File: config.mk
export PLATFORM = sky130hd
export DESIGN_NAME = htc_channel
export DESIGN_NICKNAME = d
export VERILOG_FILES = /design/src/htc_pkg.sv /design/src/htc_fifo_if.sv /design/src/htc_fifo.sv /design/src/htc_channel.sv
export VERILOG_INCLUDE_DIRS = /design/src
export SDC_FILE = /design/constraint.sdc
export NUM_CORES = 1
export LEC_CHECK = 0
export BUFFER_PORTS_ARGS = -buffer_cell sky130_fd_sc_hd__buf_2
export CAP_MARGIN = 5
export CORE_ASPECT_RATIO = 0.7
export CORE_MARGIN = 3
export CORE_UTILIZATION = 45
export DETAILED_ROUTE_END_ITERATION = 8
export SYNTH_ARGS = -nofsm -noshare
export SYNTH_HDL_FRONTEND = slang
export SYNTH_SLANG_ARGS = --single-unit
File: constraint.sdc
create_clock -name i_clk_sys -period 17.4 [get_ports i_clk_sys]
set_input_delay 2.61 -clock i_clk_sys [delete_from_list [all_inputs] [get_ports i_clk_sys]]
set_output_delay 2.61 -clock i_clk_sys [all_outputs]
set_load 0.01 [all_outputs]
File: src/htc_params.svh
`ifndef HTC_PARAMS_SVH
`define HTC_PARAMS_SVH
// Fine time: one 25 ns period split into 32 bins of about 0.78 ns.
`define HTC_FINE_PERIOD_PS 25000
`define HTC_FINE_BINS 32
`define HTC_BIN_PS (`HTC_FINE_PERIOD_PS / `HTC_FINE_BINS)
`define HTC_HALF_BIN 6'h10
`define HTC_MAX_BIN 6'h1F
`define HTC_MASK17 32'h0001FFFF
`define HTC_MASK16 32'h0000FFFF
// Shortest pulse and system clock; the cycle count rounds up, at least one.
`define HTC_SYS_PERIOD_NS 10
`define HTC_MIN_PULSE_NS 10
`define HTC_MIN_PULSE_CYC ((`HTC_MIN_PULSE_NS + `HTC_SYS_PERIOD_NS - 1) / `HTC_SYS_PERIOD_NS)
`define HTC_TAPS 32
`define HTC_CW 12
`define HTC_DEPTH 4
`define HTC_PAIR_ROOM 3'h2
`define HTC_COARSE_RST 12'h000
// APB register byte addresses.
`define HTC_ADDR_CTRL 12'h000
`define HTC_ADDR_OFFSET 12'h004
`define HTC_ADDR_STATUS 12'h008
`define HTC_ADDR_MASK 12'h00C
`define HTC_ADDR_INFO 12'h010
`define HTC_CTRL_RST 32'h00000010
`define HTC_CTRL_EN_BIT 4
`define HTC_CTRL_RELOAD_BIT 8
`define HTC_ST_ACC 0
`define HTC_ST_DROP 1
`define HTC_ST_WR 2
`define HTC_ST_W 3
`endif

File: src/htc_pkg.sv
package htc_pkg;
  typedef enum logic [1:0] {HTC_M_PAIR, HTC_M_LEAD, HTC_M_TRAIL, HTC_M_BOTH} htc_mode_t;
  typedef enum logic [1:0] {HTC_T_FULL, HTC_T_DUAL, HTC_T_HALF} htc_tap_t;
  typedef enum logic [1:0] {HTC_K_PAIR, HTC_K_LEAD, HTC_K_TRAIL} htc_kind_t;
  typedef struct packed {
    logic [31:0] taps;
    logic [11:0] ca;
    logic [11:0] cb;
    logic trail;
  } htc_edge_t;
endpackage : htc_pkg

File: src/htc_fifo_if.sv
`timescale 1ns/1ps
`default_nettype none
interface htc_fifo_if;
  import htc_pkg::*;
  logic push;
  htc_edge_t wdata;
  logic [1:0] pop_n;
  htc_edge_t head;
  htc_edge_t next;
  logic [2:0] count;
  modport ctrl (output push, output wdata, output pop_n, input head, input next, input count);
  modport mem (input push, input wdata, input pop_n, output head, output next, output count);
endinterface : htc_fifo_if
`default_nettype wire

File: src/htc_fifo.sv
`timescale 1ns/1ps
`default_nettype none
`include "htc_params.svh"
module htc_fifo
  import htc_pkg::*;
(
  input wire logic i_clk_sys, // System clock.
  input wire logic i_reset,   // Asynchronous reset, active high.
  htc_fifo_if.mem f           // Edge record port.
);
  htc_edge_t mem_q [`HTC_DEPTH];
  logic [1:0] wr_q;
  logic [1:0] rd_q;
  logic [2:0] cnt_q;

  always_ff @(posedge i_clk_sys) begin
    if (f.push) begin
      mem_q[wr_q] <= f.wdata;
    end
  end

  always_ff @(posedge i_clk_sys or posedge i_reset) begin
    if (i_reset) begin
      wr_q <= 2'h0;
      rd_q <= 2'h0;
      cnt_q <= 3'h0;
    end else begin
      wr_q <= wr_q + 2'(f.push);
      rd_q <= rd_q + f.pop_n;
      cnt_q <= cnt_q + 3'(f.push) - 3'(f.pop_n);
    end
  end

  assign f.head = mem_q[rd_q];
  assign f.next = mem_q[rd_q + 2'h1];
  assign f.count = cnt_q;

  fifo_bound_a: assert property (@(posedge i_clk_sys) disable iff (i_reset)
    cnt_q <= 3'(`HTC_DEPTH)) else $error("Channel buffer holds more than four edges.");
endmodule : htc_fifo
`default_nettype wire

File: src/htc_channel.sv
// Summary of operation
// - Pulse-width mode pairs leading and trailing edge.
// - Leading-only, trailing-only or both unpaired modes.
// - Fine time has 32 bins per 25 ns.
// - Capture holds 32 taps, two 12-bit counts.
// - Two coarse counts half a cycle apart.
// - Fine time picks the valid coarse count.
// - Coarse counter loads programmable offset on a CTRL reload write.
// - Times stored only when a hit occurs.
// - Buffer holds four edges, two full pairs.
// - Both edges of 10 ns pulses captured.
// - Unpaired modes use all four entries.
// - Hit with full buffer is dropped entirely.
// - Completed measurement raises a write request.
// - Write request is synchronised before arbitration.
// - Dual-edge option takes fine time from 17 taps.
// - Double-rate option halves the fine tap count.
// - Serviced record: binary fine, chosen coarse, channel.
`timescale 1ns/1ps
`default_nettype none
`include "htc_params.svh"
module htc_channel
  import htc_pkg::*;
#(
  parameter logic [4:0] CHANNEL = 5'h00
) (
  input wire logic i_clk_sys,                // System clock, 100 MHz.
  input wire logic i_reset,                  // Asynchronous reset, active high.
  input wire logic i_hit,                    // Discriminated hit level.
  input wire logic [`HTC_TAPS-1:0] i_taps,   // Delay-line tap snapshot.
  input wire logic i_wr_grant,               // Grant from channel arbitration.
  output logic o_wr_req,                     // Write request to first level buffer.
  output logic [4:0] o_rec_chan,             // Channel number of the record.
  output logic [1:0] o_rec_kind,             // Pair, leading or trailing record.
  output logic [4:0] o_rec_lead_fine,        // Binary fine time, first edge.
  output logic [`HTC_CW-1:0] o_rec_lead_crs, // Coarse time, first edge.
  output logic [4:0] o_rec_trl_fine,         // Binary fine time, trailing edge.
  output logic [`HTC_CW-1:0] o_rec_trl_crs,  // Coarse time, trailing edge.
  input wire logic psel,                     // APB select.
  input wire logic penable,                  // APB enable.
  input wire logic pwrite,                   // APB write.
  input wire logic [11:0] paddr,             // APB byte address.
  input wire logic [31:0] pwdata,            // APB write data.
  output logic [31:0] prdata,                // APB read data.
  output logic pready,                       // APB ready.
  output logic pslverr,                      // APB error on unmapped address.
  output logic o_irq                         // Level interrupt.
);
  // ----------------------------------------------------------------
  // Decoding helpers
  // ----------------------------------------------------------------
  function automatic logic [5:0] htc_ones(input logic [31:0] v);
    logic [5:0] n;
    n = 6'h00;
    for (int k = 0; k < `HTC_TAPS; k++) begin
      n = n + 6'(v[k]);
    end
    return n;
  endfunction : htc_ones

  function automatic logic [4:0] htc_fine_bin(input logic [31:0] taps, input htc_tap_t tm);
    logic [5:0] n;
    n = 6'h00;
    unique case (tm)
      HTC_T_FULL: n = htc_ones(taps);
      HTC_T_DUAL: n = 6'(htc_ones(taps & `HTC_MASK17) << 1);
      HTC_T_HALF: n = 6'(htc_ones(taps & `HTC_MASK16) << 1);
      default: n = htc_ones(taps);
    endcase
    return (n > `HTC_MAX_BIN) ? 5'(`HTC_MAX_BIN) : n[4:0];
  endfunction : htc_fine_bin

  function automatic logic [11:0] htc_sel_coarse(input logic [4:0] bin, input htc_edge_t e);
    return (6'(bin) >= `HTC_HALF_BIN) ? e.ca : e.cb;
  endfunction : htc_sel_coarse

  // ----------------------------------------------------------------
  // Registers
  // ----------------------------------------------------------------
  logic [31:0] ctrl_q;
  logic [11:0] offset_q;
  logic [`HTC_ST_W-1:0] status_q;
  logic [`HTC_ST_W-1:0] mask_q;
  logic [31:0] prdata_q;
  logic wr_en;
  logic rd_setup;
  logic addr_ok;
  htc_mode_t mode;
  htc_tap_t tap_mode;
  logic enable;
  logic reload;

  assign wr_en = psel && penable && pwrite;
  assign rd_setup = psel && !penable;
  assign addr_ok = (paddr == `HTC_ADDR_CTRL) || (paddr == `HTC_ADDR_OFFSET) || (paddr == `HTC_ADDR_STATUS)
                   || (paddr == `HTC_ADDR_MASK) || (paddr == `HTC_ADDR_INFO);
  assign mode = htc_mode_t'(ctrl_q[1:0]);
  assign tap_mode = htc_tap_t'(ctrl_q[3:2]);
  assign enable = ctrl_q[`HTC_CTRL_EN_BIT];
  assign reload = wr_en && (paddr == `HTC_ADDR_CTRL) && pwdata[`HTC_CTRL_RELOAD_BIT];

  always_ff @(posedge i_clk_sys or posedge i_reset) begin
    if (i_reset) begin
      ctrl_q <= `HTC_CTRL_RST;
      offset_q <= `HTC_COARSE_RST;
      mask_q <= '0;
    end else if (wr_en) begin
      if (paddr == `HTC_ADDR_CTRL) begin
        ctrl_q <= {27'h0000000, pwdata[4:0]};
      end
      if (paddr == `HTC_ADDR_OFFSET) begin
        offset_q <= pwdata[11:0];
      end
      if (paddr == `HTC_ADDR_MASK) begin
        mask_q <= pwdata[`HTC_ST_W-1:0];
      end
    end
  end

  // ----------------------------------------------------------------
  // Coarse counters
  // ----------------------------------------------------------------
  // Counter B trails A by one step; it stands for the copy that changes half a
  // cycle away from A, so one of the two is settled at any hit instant.
  logic [11:0] coarse_a_q;
  logic [11:0] coarse_b_q;
  logic load_q;

  always_ff @(posedge i_clk_sys or posedge i_reset) begin
    if (i_reset) begin
      load_q <= 1'b1;
      coarse_a_q <= `HTC_COARSE_RST;
      coarse_b_q <= `HTC_COARSE_RST;
    end else begin
      load_q <= 1'b0;
      if (load_q || reload) begin
        coarse_a_q <= offset_q;
        coarse_b_q <= offset_q;
      end else begin
        coarse_a_q <= coarse_a_q + 12'h001;
        coarse_b_q <= coarse_a_q;
      end
    end
  end

  // ----------------------------------------------------------------
  // Edge capture into the channel buffer
  // ----------------------------------------------------------------
  htc_fifo_if fi ();
  logic hit_q;
  logic lead_open_q;
  logic rise;
  logic fall;
  logic acc_rise;
  logic acc_fall;
  logic drop;
  logic full;

  htc_fifo u_fifo (
    .i_clk_sys(i_clk_sys),
    .i_reset(i_reset),
    .f(fi.mem)
  );

  assign full = fi.count == 3'(`HTC_DEPTH);
  assign rise = enable && i_hit && !hit_q;
  assign fall = enable && !i_hit && hit_q;

  always_comb begin
    acc_rise = 1'b0;
    acc_fall = 1'b0;
    unique case (mode)
      HTC_M_PAIR: begin
        acc_rise = rise && (fi.count <= `HTC_PAIR_ROOM);
        acc_fall = fall && lead_open_q;
      end
      HTC_M_LEAD: acc_rise = rise && !full;
      HTC_M_TRAIL: acc_fall = fall && !full;
      HTC_M_BOTH: begin
        acc_rise = rise && !full;
        acc_fall = fall && !full;
      end
    endcase
  end

  assign drop = (rise && !acc_rise && mode != HTC_M_TRAIL) || (fall && !acc_fall && mode != HTC_M_LEAD);
  assign fi.push = acc_rise || acc_fall;
  assign fi.wdata = '{taps: i_taps, ca: coarse_a_q, cb: coarse_b_q, trail: acc_fall};

  always_ff @(posedge i_clk_sys or posedge i_reset) begin
    if (i_reset) begin
      hit_q <= 1'b0;
      lead_open_q <= 1'b0;
    end else begin
      hit_q <= i_hit;
      if (acc_rise && mode == HTC_M_PAIR) begin
        lead_open_q <= 1'b1;
      end else if (fall || mode != HTC_M_PAIR) begin
        lead_open_q <= 1'b0;
      end
    end
  end

  // ----------------------------------------------------------------
  // Request, synchroniser and record
  // ----------------------------------------------------------------
  logic pend_q;
  logic req_s1_q;
  logic req_s2_q;
  logic rec_ready;
  logic pend_set;
  logic grant;
  logic pair_q;
  logic [4:0] bin_h;
  logic [4:0] bin_n;

  assign rec_ready = (mode == HTC_M_PAIR) ? (fi.count >= 3'h2) : (fi.count != 3'h0);
  assign pend_set = rec_ready && !pend_q && !req_s2_q;
  assign o_wr_req = req_s2_q && pend_q;
  assign grant = o_wr_req && i_wr_grant;
  assign fi.pop_n = grant ? (pair_q ? 2'h2 : 2'h1) : 2'h0;
  assign bin_h = htc_fine_bin(fi.head.taps, tap_mode);
  assign bin_n = htc_fine_bin(fi.next.taps, tap_mode);

  always_ff @(posedge i_clk_sys or posedge i_reset) begin
    if (i_reset) begin
      pend_q <= 1'b0;
      req_s1_q <= 1'b0;
      req_s2_q <= 1'b0;
    end else begin
      req_s1_q <= pend_q;
      req_s2_q <= req_s1_q;
      if (grant) begin
        pend_q <= 1'b0;
      end else if (pend_set) begin
        pend_q <= 1'b1;
      end
    end
  end

  always_ff @(posedge i_clk_sys or posedge i_reset) begin
    if (i_reset) begin
      pair_q <= 1'b0;
      o_rec_chan <= 5'h00;
      o_rec_kind <= 2'h0;
      o_rec_lead_fine <= 5'h00;
      o_rec_lead_crs <= 12'h000;
      o_rec_trl_fine <= 5'h00;
      o_rec_trl_crs <= 12'h000;
    end else if (pend_set) begin
      pair_q <= mode == HTC_M_PAIR;
      o_rec_chan <= CHANNEL;
      o_rec_lead_fine <= bin_h;
      o_rec_lead_crs <= htc_sel_coarse(bin_h, fi.head);
      if (mode == HTC_M_PAIR) begin
        o_rec_kind <= HTC_K_PAIR;
        o_rec_trl_fine <= bin_n;
        o_rec_trl_crs <= htc_sel_coarse(bin_n, fi.next);
      end else begin
        o_rec_kind <= fi.head.trail ? HTC_K_TRAIL : HTC_K_LEAD;
        o_rec_trl_fine <= 5'h00;
        o_rec_trl_crs <= 12'h000;
      end
    end
  end

  // ----------------------------------------------------------------
  // Status, interrupt and APB read
  // ----------------------------------------------------------------
  logic [`HTC_ST_W-1:0] ev;
  logic [`HTC_ST_W-1:0] clr;

  assign ev = {grant, drop, fi.push};
  assign clr = (wr_en && paddr == `HTC_ADDR_STATUS) ? pwdata[`HTC_ST_W-1:0] : '0;

  always_ff @(posedge i_clk_sys or posedge i_reset) begin
    if (i_reset) begin
      status_q <= '0;
    end else begin
      status_q <= (status_q & ~clr) | ev;
    end
  end

  assign o_irq = |(status_q & mask_q);

  always_ff @(posedge i_clk_sys or posedge i_reset) begin
    if (i_reset) begin
      prdata_q <= 32'h00000000;
    end else if (rd_setup) begin
      unique case (paddr)
        `HTC_ADDR_CTRL: prdata_q <= ctrl_q;
        `HTC_ADDR_OFFSET: prdata_q <= {20'h00000, offset_q};
        `HTC_ADDR_STATUS: prdata_q <= {29'h00000000, status_q};
        `HTC_ADDR_MASK: prdata_q <= {29'h00000000, mask_q};
        `HTC_ADDR_INFO: prdata_q <= {4'h0, coarse_a_q, 13'h0000, fi.count};
        default: prdata_q <= 32'h00000000;
      endcase
    end
  end

  assign prdata = prdata_q;
  assign pready = penable;
  assign pslverr = psel && penable && !addr_ok;

  // ----------------------------------------------------------------
  // Assertions
  // ----------------------------------------------------------------
  drop_no_push_a: assert property (@(posedge i_clk_sys) disable iff (i_reset)
    drop |-> !fi.push) else $error("Dropped hit was stored.");
  store_on_hit_a: assert property (@(posedge i_clk_sys) disable iff (i_reset)
    fi.push |-> (rise || fall)) else $error("Store without hit edge.");
  req_hold_a: assert property (@(posedge i_clk_sys) disable iff (i_reset)
    o_wr_req && !i_wr_grant |=> o_wr_req) else $error("Request dropped before grant.");
  req_sync_a: assert property (@(posedge i_clk_sys) disable iff (i_reset)
    $rose(o_wr_req) |-> $past(pend_q, 2) && $past(pend_q)) else $error("Request not synchronised.");
  pop_grant_a: assert property (@(posedge i_clk_sys) disable iff (i_reset)
    (fi.pop_n != 2'h0) |-> grant) else $error("Entry removed without grant.");
  pair_pop_a: assert property (@(posedge i_clk_sys) disable iff (i_reset)
    grant && pair_q |-> fi.pop_n == 2'h2 && o_rec_kind == HTC_K_PAIR) else $error("Pair not removed whole.");
  coarse_sel_a: assert property (@(posedge i_clk_sys) disable iff (i_reset)
    pend_set |=> o_rec_lead_crs == ((6'(o_rec_lead_fine) >= `HTC_HALF_BIN) ? $past(fi.head.ca) : $past(fi.head.cb)))
    else $error("Wrong coarse count chosen.");
  coarse_load_a: assert property (@(posedge i_clk_sys) disable iff (i_reset)
    reload |=> coarse_a_q == $past(offset_q) ##1 coarse_a_q == $past(offset_q, 2) + 12'h001)
    else $error("Coarse offset not loaded.");
  short_pulse_a: assert property (@(posedge i_clk_sys) disable iff (i_reset)
    (rise && mode == HTC_M_PAIR && fi.count == 3'h0 && !pend_q) ##1 fall |-> fi.push && fi.wdata.trail)
    else $error("Short pulse trailing edge lost.");
  req_rise_a: assert property (@(posedge i_clk_sys) disable iff (i_reset)
    pend_set |-> ##3 o_wr_req) else $error("Completed measurement not requested.");
  trail_lead_a: assert property (@(posedge i_clk_sys) disable iff (i_reset)
    fi.push && fi.wdata.trail && mode == HTC_M_PAIR |-> lead_open_q)
    else $error("Trailing edge stored without its leading edge.");

  pair_wr_c: cover property (@(posedge i_clk_sys) disable iff (i_reset) grant && pair_q);
  single_wr_c: cover property (@(posedge i_clk_sys) disable iff (i_reset) grant && !pair_q);
  drop_c: cover property (@(posedge i_clk_sys) disable iff (i_reset) drop && full);
  short_c: cover property (@(posedge i_clk_sys) disable iff (i_reset) rise ##1 fall);
  half_tap_c: cover property (@(posedge i_clk_sys) disable iff (i_reset) fi.push && tap_mode == HTC_T_HALF);
endmodule : htc_channel
`default_nettype wire

==> metrics.md, run 1 <==
| Metric | Value |
|---|---|
| Slowest-stage cell, CP | `a2111oi_4` |
| Post-CTS Setup Repair Bufs | `0` |
| Via/cell ratio | `5.72` |
| Die Wd | `around 240 µm` |
| Number of global-route vias before repair | `10500` |
| Initial antenna violation count | `1` |
| Clock sinks | `349` |
| Critical path type | `flip-flop to flip-flop` |
| Tightest Pin Transition | `1.15 ns` |
| Cts-stage hold buffer count | `0` |
| Data required, critical path | `~18 ns` |
| Post-synthesis cell type count | `approximately 60` |
| Max-cap violations | `0` |
| Via count | `10500` |
| Post-cts gate resize count | `0` |
| Final Util | `0.521` |
| Die height | `170 µm` |
| Routability congestion estimate | `0.814` |
| Tcrit/Tclk final | `0.588` |
| Post-synthesis sequential area ratio | `0.570` |
| Antenna-violating nets left | `0` |
| Synthesized area | `17300 µm²` |
| Mean Syn Cell Area | `14.4 µm²` |
| Commonest cells in the synthesized netlist | `edfxtp_1, dfrtp_1, nand2_1` |
| Overall Global Routing Usage | `0.201` |
| Fin nets | `1490` |
| Wire per inst | `22.0 µm` |
| Final TNS setup | `0 ns` |
| Share of the synthesized area in the top cell type | `0.395` |
| Final Routed Wirelength | `between 40000 and 50000 µm` |
| CP endpoint kind | `flip-flop` |
| Cells after Synth | `1202` |
| Hold crit path type | `flip-flop to flip-flop` |
| Inst Count DP | `1769` |
| H-tree levels | `2` |
| Drt first pass iters | `5` |
| Rows | `59` |
| Max Clock Skew | `between 0.015 and 0.02 ns` |
| Fin cells | `1833` |
| Final Hold Fails | `0` |
| Die Area | `about 41000 µm²` |
| Finished Cell Area | `around 20000 µm²` |
| Critical Path Start Type | `flip-flop` |
| Crit path largest cell delay | `0.95 ns` |
| First-pass GRT wire length | `62500 µm` |
| Yosys reg bits | `349` |
| Clock root buffer | `clkbuf_16` |
| Buf/Inv on CP | `5` |
| Longest Clk Path Bufs | `3` |
| CTS buffer count | `36` |
| Max Slew Vio Count | `0` |
| Largest cells by area after synthesis | `edfxtp_1, dfrtp_1, mux4_2` |
| F_max | `0.0978 GHz` |
| Most frequent cell after synthesis | `edfxtp_1` |
| Share of cells above drive strength 1 | `0.251` |
| Placeable Area | `37600 µm²` |
| Ys flop type | `edfxtp_1` |
| Port Buf Inserts | `126` |
| Largest net degree at the start of global routing | `70` |
| Antenna fix cells | `0` |
| Gr ovfl total | `0` |
| CTS tree | `yes` |
| FFs w/ async S/R, synth | `0.347` |
| CP max FO | `65` |
| Worst EP arrival | `between 10 and 15 ns` |
| DP HPWL | `27100 µm` |
| Crit-path leading delay family | `adder cells` |
| Worst-path clk slew | `0.06 ns` |
| Setup violators final | `0` |
| Worst slew margin | `0.232` |
| Initial core utilization | `0.461` |
| Initial DRC Count | `slightly below 800` |
| Area Overhead vs Synth | `13.0%` |
| I/O pin total | `160` |
| Post-synth EDFFs | `228` |
| Yosys warns | `0` |
| Min Tclk post-route | `approximately 10 ns` |
| Unrepaired setup endpoints after global routing | `no` |
| CP most frequent cell | `fa_1` |
| Yosys top cell by area | `edfxtp_1` |
| Status | `completed` |
| DR DRC count | `0` |
| Placed inst area | `18400 µm²` |
| Skew-Pair Late Insertion Delay | `0.54 ns` |
[stage by stage]
| step | worst slack (ns) | hold WS, ns |
|---|---|---|
| floorplan | 7.50 | 0.331 |
| global placement | 7.20 | 0.333 |
| detailed placement | 7.17 | 0.348 |
| CTS | 7.14 | 0.354 |
| global route | 6.64 | 0.361 |
| finish | 7.17 | 0.344 |
[logic make-up (layout without fill, tap and decap cells)]
| logic type | after synthesis | in the layout | share of synthesized area |
|---|---|---|---|
| and+or+nand+nor | 239 | 239 | 0.0620 |
| other | 1 | 14 | 0.000216 |
| muxes | 145 | 145 | 0.153 |
| DFF | 349 | 349 | 0.570 |
| adders and majority gates | 88 | 88 | 0.0826 |
| buffers and inverters | 154 | 284 | 0.0381 |
| xor gates and xnor gates | 29 | 29 | 0.0163 |
| AOI/OAI and AO/OA | 197 | 197 | 0.0783 |
[state kept, by name, summed over array words and instances, names as in the netlist, 3 cells and up]
name             flops
offset_q            12
coarse_b_q          12
o_rec_lead_crs      12
o_rec_lead_fine      5
ctrl_q               5
u_fifo.mem_q       228
prdata              24
coarse_a_q          12
u_fifo.f.count       3
status_q             3
o_rec_trl_fine       5
mask_q               3
o_rec_trl_crs       12
[cells in the final DEF, fill, tap and decap left out, types with 37 or more instances in the layout]
cell | Yosys | routed
dfrtp_1 | 119 | 117
inv_1 | 77 | 76
o21ai_0 | 66 | 66
nor2_1 | 42 | 40
nand2_1 | 110 | 110
fa_1 | 44 | 44
buf_2 | 18 | 126
edfxtp_1 | 228 | 228
mux4_2 | 93 | 93
clkbuf_16 | 0 | 38
ha_1 | 44 | 44
nand3_1 | 37 | 37
[worst reg2reg max path: cells and delay by family (launching register included)]
kind	cells	cell delay, ns
AO/OA/AOI/OAI	6	1.98
flip-flops	1	0.46
XOR/XNOR	1	0.15
adder cells (fa/ha/maj)	12	5.35
buffers and inverters	5	1.76
multiplexers	1	0.47
[layer usage]
| metal | routed length [µm] | vias up | GRT usage |
|---|---|---|---|
| li1 | - | 4739 | - |
| met1 | 18900 | 5306 | 0.318 |
| met4 | 636 | 2 | 0.0444 |
| met5 | 17 | - | 0 |
| met2 | 17300 | 397 | 0.285 |
| met3 | 3520 | 39 | 0.0455 |
[final timing paths]
path	from	to	slack (ns)	depth (start not counted)
max	u_fifo.rd_q[1]	o_rec_lead_crs[0]	7.17	25
max in group asynchronous	i_reset	mask_q[1]	13.81	3
min reg2reg	req_s1_q	req_s2_q	0.34	0
max reg2reg	u_fifo.rd_q[1]	o_rec_lead_crs[0]	7.17	25
min in group asynchronous	i_reset	o_rec_trl_crs[2]	2.20	2
min	req_s1_q	req_s2_q	0.34	0
[area by class of cell]
cell class | instances | area (µm²)
Tap cell | 488 | 611
Timing Repair Buffer | 143 | 758
Inverter | 77 | 292
Clock buffer | 49 | 1010
Sequential cell | 349 | 9880
Clock inverter | 15 | 125
Multi-Input combinational cell | 712 | 6900
Fill cell | 3120 | 18000
Power of run 1 is left out: the tool's default activity adds up to more than one toggle a clock period on the data nets, which glitch-free logic cannot reach.
==> run 2: changes to the inputs <==
ABC_AREA = 1   (was unset)
clock period = 9.8 ns   (was 17.4 ns; I/O delays follow)
==> run 2 against run 1 <==
  * Clock skew decreased by 0.0017 ns
  * Wire length increased by 19%
  * Fmax increased by 11%
  * Non-clock buffer count increased by 6
  * First-iteration DRC count increased by 95%
  * Via count increased by 30%
  * Register-to-register slack got worse by 6.6 ns
  * Sequential share of layout area decreased by 1.4 points
  * Synthesized cell count increased by 51%
  * Largest cell class unchanged
==> metrics.md, run 2 <==
| Metric | Value |
|---|---|
| Antenna fix cells | `0 (unchanged)` |
| Post-CTS Setup Repair Bufs | `0 (unchanged)` |
| Drt first pass iters | `6 (+1)` |
| Wire per inst | `19.5 µm (-12%)` |
| Placeable Area | `38800 µm² (+3.3%)` |
| Max Clock Skew | `0.0179 ns (-0.00174 ns)` |
| Die Area | `42300 µm² (+3.2%)` |
| Die Wd | `244 µm (+1.6%)` |
| Ys flop type | `edfxtp_1` |
| CP most frequent cell | `fa_1` |
| Final Routed Wirelength | `48000 µm (+19%)` |
| Synthesized area | `17900 µm² (+3.3%)` |
| Area Overhead vs Synth | `12.4%` |
| Critical path type | `flip-flop to flip-flop` |
| Antenna-violating nets left | `0 (unchanged)` |
| Hold crit path type | `flip-flop to flip-flop` |
| Cells after Synth | `1815 (+51%)` |
| Via count | `13600 (+30%)` |
| Max Slew Vio Count | `0 (unchanged)` |
| Met1 WL | `23300 µm (+23%)` |
| Skew-Pair Late Insertion Delay | `0.53 ns (about the same)` |
| WL met3 | `4580 µm (+30%)` |
| Overall Global Routing Usage | `0.228 (+0.0263)` |
| Routability congestion estimate | `0.870 (+7.0%)` |
| I/O pin total | `160 (unchanged)` |
| H-tree levels | `2 (unchanged)` |
| Metal2 WL | `19200 µm (+11%)` |
| Unrepaired setup endpoints after global routing | `no` |
| Setup violators final | `0 (unchanged)` |
| Share of cells above drive strength 1 | `0.130 (-0.122)` |
| Data required, critical path | `10.21 ns (-7.64 ns)` |
| Final Hold Fails | `0 (unchanged)` |
| Post-cts gate resize count | `0 (unchanged)` |
| Tcrit/Tclk final | `0.943 (+0.355)` |
| Mean Syn Cell Area | `9.87 µm² (-32%)` |
| Reg with most FFs | `u_fifo.mem_q` |
| Layout fillers | `3461 (+11%)` |
| Critical Path Start Type | `flip-flop` |
| Hold_ws | `0.354 ns (+0.0108 ns)` |
| Worst slew margin | `0.286 (+0.0538)` |
| Top sig layer | `met5` |
| Most frequent cell after synthesis | `nand2_1` |
| Yosys warns | `0 (unchanged)` |
| CP max FO | `13 (-80%)` |
| Worst-path clk slew | `0.06 ns (about the same)` |
| Post-synth EDFFs | `228 (unchanged)` |
| Worst EP arrival | `9.65 ns (-1.03 ns)` |
| Initial antenna violation count | `3 (+2)` |
| Finished Cell Area | `20100 µm² (+2.8%)` |
| Initial core utilization | `0.462 (about the same)` |
| F_max | `0.108 GHz (+11%)` |
| Die height | `173 µm (+1.6%)` |
| Placed inst area | `18900 µm² (+2.7%)` |
| DR DRC count | `0 (unchanged)` |
| Post-synthesis cell type count | `49 (-20%)` |
| Yosys reg bits | `349 (unchanged)` |
| Port Buf Inserts | `126 (unchanged)` |
| Final TNS setup | `0 ns (unchanged)` |
| CP endpoint kind | `flip-flop` |
| Number of global-route vias before repair | `13200 (+26%)` |
| Longest Clk Path Bufs | `3 (unchanged)` |
| FFs w/ async S/R, synth | `0.347 (unchanged)` |
| Largest cells by area after synthesis | `edfxtp_1, dfrtp_1, nand2_1` |
| Initial DRC Count | `1553 (+95%)` |
| Commonest cells after routing, fill and taps aside | `nand2_1, edfxtp_1, inv_1, o21ai_0, buf_2` |
| Largest net degree at the start of global routing | `100 (+43%)` |
| Max FFs per register | `228 (unchanged)` |
| Share of the synthesized area in the top cell type | `0.382 (-0.0128)` |
| Min Tclk post-route | `9.24 ns (-0.988 ns)` |
| Cts-stage hold buffer count | `0 (unchanged)` |
| CTS buffer count | `36 (unchanged)` |
| Max-cap violations | `0 (unchanged)` |
| Most common cell after layout, fill and taps aside | `nand2_1` |
| Final Util | `0.519 (-0.00243)` |
| Yosys top cell by area | `edfxtp_1` |
| Commonest cells in the synthesized netlist | `nand2_1, edfxtp_1, inv_1` |
| CTS tree | `yes` |
| Via/cell ratio | `5.51 (-3.6%)` |
| Status | `completed` |
| Gr ovfl total | `0 (unchanged)` |
| Crit path largest cell delay | `0.62 ns (-0.33 ns)` |
| DP HPWL | `31500 µm (+16%)` |
| Tightest Pin Transition | `1.07 ns (-0.0807 ns)` |
| Clock sinks | `349 (unchanged)` |
| Fin nets | `2079 (+40%)` |
| Rows | `60 (+1.7%)` |
| Post-synthesis sequential area ratio | `0.551 (-0.0184)` |
| Clock root buffer | `clkbuf_16` |
| First-pass GRT wire length | `75200 µm (+20%)` |
| Slowest-stage cell, CP | `fa_1` |
==> run 2: critical path, delay by kind of cell (launching register included) <==
kind                       cells  cell delay, ns
adders and majority gates     14            6.39
AOI/OAI and AO/OA              2            0.13
DFF                            1            0.54
and+or+nand+nor               10            1.19
buffers and inverters          9            0.71
xor gates and xnor gates       1            0.14
==> run 2: area by class of cell <==
cell class	instances	area, µm²	share of cell area
Clock inverter	13	170	0.00845
Inverter	218	826	0.0410
Sequential cell	349	9880	0.491
Timing Repair Buffer	149	811	0.0403
Tap cell	527	659	0.0328
Clock buffer	53	996	0.0495
Multi-Input combinational cell	1154	6790	0.337
==> run 2: final timing paths <==
kind                                 from           endpoint  slack [ns]  depth (start not counted)
setup / recovery           u_fifo.rd_q[0]   o_rec_trl_crs[7]        0.56                         36
hold / removal                   req_s1_q           req_s2_q        0.35                          0
setup reg to reg           u_fifo.rd_q[0]   o_rec_trl_crs[7]        0.56                         36
hold reg to reg                  req_s1_q           req_s2_q        0.35                          0
max in group asynchronous         i_reset             pend_q        7.24                          4
min in group asynchronous         i_reset  o_rec_lead_crs[4]        0.93                          2
==> run 2: cells by family after synthesis <==
kind of cell	count (synthesis)	share of synthesized area
and+or+nand+nor	628	0.148
AOI/OAI and AO/OA	402	0.133
DFF	349	0.551
buffers and inverters	325	0.0749
adders and majority gates	88	0.0799
xor gates and xnor gates	13	0.00636
muxes	9	0.00566
other	1	0.000209
==> run 2: metal layers <==
| metal | global-route usage | up-vias |
|---|---|---|
| met5 | 0 | - |
| met3 | 0.0544 | 68 |
| met2 | 0.315 | 572 |
| met1 | 0.360 | 6569 |
| met4 | 0.0489 | 6 |
| li1 | - | 6368 |
==> run 2: per-stage QoR <==
step	setup WS, ns	std cells
floorplan	0.868	1828
global placement	0.442	2397
detailed placement	0.415	2397
CTS	0.381	2463
global route	0.00492	2463
finish	0.559	2463
Power of run 2 is left out for the same reason.
==> run 3: changes to the inputs <==
ABC_AREA = unset   (was 1)
SYNTH_HIERARCHICAL = 1   (was unset)
==> run 3 against run 2 <==
  * Fmax up 3.8%
  * Sequential share of layout area up 1.9 points
  * Clock skew up 0.0017 ns
  * Wire length down 21%
  * First-iteration DRC count down 56%
  * Core utilization down 0.12 points
  * Die area down 3.4%
  * Critical path type unchanged
  * Highest routed layer is now met4
==> metrics.md, run 3 <==
| Metric | Value |
|---|---|
| I/O pin total | `160 (unchanged)` |
| Min Tclk post-route | `8.90 ns (-0.337 ns)` |
| Final Routed Wirelength | `37800 µm (-21%)` |
| Fin nets | `1404 (-32%)` |
| Synthesized area | `17300 µm² (-3.5%)` |
| Gr ovfl total | `0 (unchanged)` |
| CTS tree | `yes` |
| DP Worst Slack | `0.858 ns (+0.443 ns)` |
| CTS buffer count | `36 (unchanged)` |
| CP Launch Point | `u_fifo/rd_q[0]` |
| Largest net degree at the start of global routing | `66 (-34%)` |
| Mean Syn Cell Area | `15.5 µm² (+57%)` |
| Number of global-route vias before repair | `10100 (-24%)` |
| Longest Clk Path Bufs | `3 (unchanged)` |
| Crit path largest cell delay | `0.82 ns (+0.20 ns)` |
| Die Wd | `240 µm (-1.7%)` |
| Fin cells | `1754 (-29%)` |
| Status | `completed` |
| Setup WS post-layout | `0.896 ns (+0.337 ns)` |
| Antenna fix cells | `0 (unchanged)` |
| Max Clock Skew | `0.0196 ns (+0.00173 ns)` |
| CP endpoint kind | `flip-flop` |
| Worst slew margin | `0.330 (+0.0447)` |
| Die Area | `40800 µm² (-3.4%)` |
| Most common cell after layout, fill and taps aside | `edfxtp_1` |
| Yosys warns | `6 (+6)` |
| H-tree levels | `2 (unchanged)` |
| DP HPWL | `25900 µm (-18%)` |
| Buf/Inv on CP | `5 (-4)` |
| Unrepaired setup endpoints after global routing | `no` |
| Tightest Pin Transition | `1.00 ns (-0.0670 ns)` |
| Final Util | `0.517 (-0.00125)` |
| Max Slew Vio Count | `0 (unchanged)` |
| Skew-Pair Late Insertion Delay | `0.54 ns (about the same)` |
| Die height | `170 µm (-1.7%)` |
| Routability congestion estimate | `0.773 (-11%)` |
| Worst EP arrival | `9.29 ns (-0.36 ns)` |
| Placeable Area | `37500 µm² (-3.4%)` |
| Final TNS setup | `0 ns (unchanged)` |
| Clock root buffer | `clkbuf_16` |
| Antenna-violating nets left | `0 (unchanged)` |
| Worst-path clk slew | `0.07 ns (about the same)` |
| Area Overhead vs Synth | `12.3%` |
| Overall Global Routing Usage | `0.190 (-0.0381)` |
| Rows | `59 (-1.7%)` |
| DR DRC count | `0 (unchanged)` |
| Initial core utilization | `0.461 (-0.000643)` |
| Tcrit/Tclk final | `0.909 (-0.0343)` |
| Critical Path Start Type | `flip-flop` |
| Slowest-stage cell, CP | `dfrtp_4` |
| Post-cts gate resize count | `0 (unchanged)` |
| Inst Count DP | `1688 (-30%)` |
| Initial antenna violation count | `0 (-3)` |
| Crit-path leading delay family | `adder cells` |
| Max-cap violations | `0 (unchanged)` |
| Commonest cells after routing, fill and taps aside | `edfxtp_1, buf_2, dfrtp_1, mux4_2, inv_1` |
| CP max FO | `32 (+19)` |
| First-pass GRT wire length | `59200 µm (-21%)` |
| Drt first pass iters | `5 (-1)` |
| F_max | `0.112 GHz (+3.8%)` |
| Cells after Synth | `1114 (-39%)` |
| Post-CTS Setup Repair Bufs | `0 (unchanged)` |
| Reg with most FFs | `u_fifo/mem_q` |
| Share of cells above drive strength 1 | `0.268 (+0.138)` |
| Critical path type | `flip-flop to flip-flop` |
| Setup violators final | `0 (unchanged)` |
| Reg-to-reg startpoint | `u_fifo/rd_q[0]` |
| Max FFs per register | `228 (unchanged)` |
| Clock sinks | `349 (unchanged)` |
| Hold Path Origin | `req_s1_q` |
| Data required, critical path | `10.18 ns (-0.03 ns)` |
| Via count | `9790 (-28%)` |
| Final Hold Fails | `0 (unchanged)` |
| Initial DRC Count | `687 (-56%)` |
| Port Buf Inserts | `126 (unchanged)` |
| Via/cell ratio | `5.58 (+1.2%)` |
| Wire per inst | `21.6 µm (+11%)` |
| Cts-stage hold buffer count | `0 (unchanged)` |
| Hold crit path type | `flip-flop to flip-flop` |
| CP most frequent cell | `fa_1` |
==> run 3: area by class of cell <==
cell class	instances	area, µm²
sequential	349	9880
clock buffer	46	991
fill	3136	18100
tap	488	611
clock inverter	20	166
multi-input combinational	597	6580
timing repair buffer	142	751
inverter	112	423
==> run 3: path summary, 6_finish.rpt <==
check                      slack (ns)  depth (start not counted)                 to
setup / recovery                 0.90                         25  o_rec_lead_crs[6]
hold / removal                   0.35                          0           req_s2_q
setup reg to reg                 0.90                         25  o_rec_lead_crs[6]
hold reg to reg                  0.35                          0           req_s2_q
max in group asynchronous        7.41                          3      coarse_b_q[6]
min in group asynchronous        0.93                          2  u_fifo/f.count[0]
==> run 3: through the flow <==
step                      hold WS (ns)  instance area, µm²
after floorplan                  0.331               17300
after global placement           0.336               18200
after detailed placement         0.340               18200
after CTS                        0.353               19400
after global routing             0.367               19400
final                            0.354               19400
==> run 3: metal layers <==
metal,track usage,share of wire,up-vias
li1,-,-,4419
met1,0.295,0.48,5097
met2,0.283,0.45,232
met3,0.0355,0.058,42
met4,0.0358,0.013,0
met5,0,0,-
Power of run 3 is left out for the same reason.
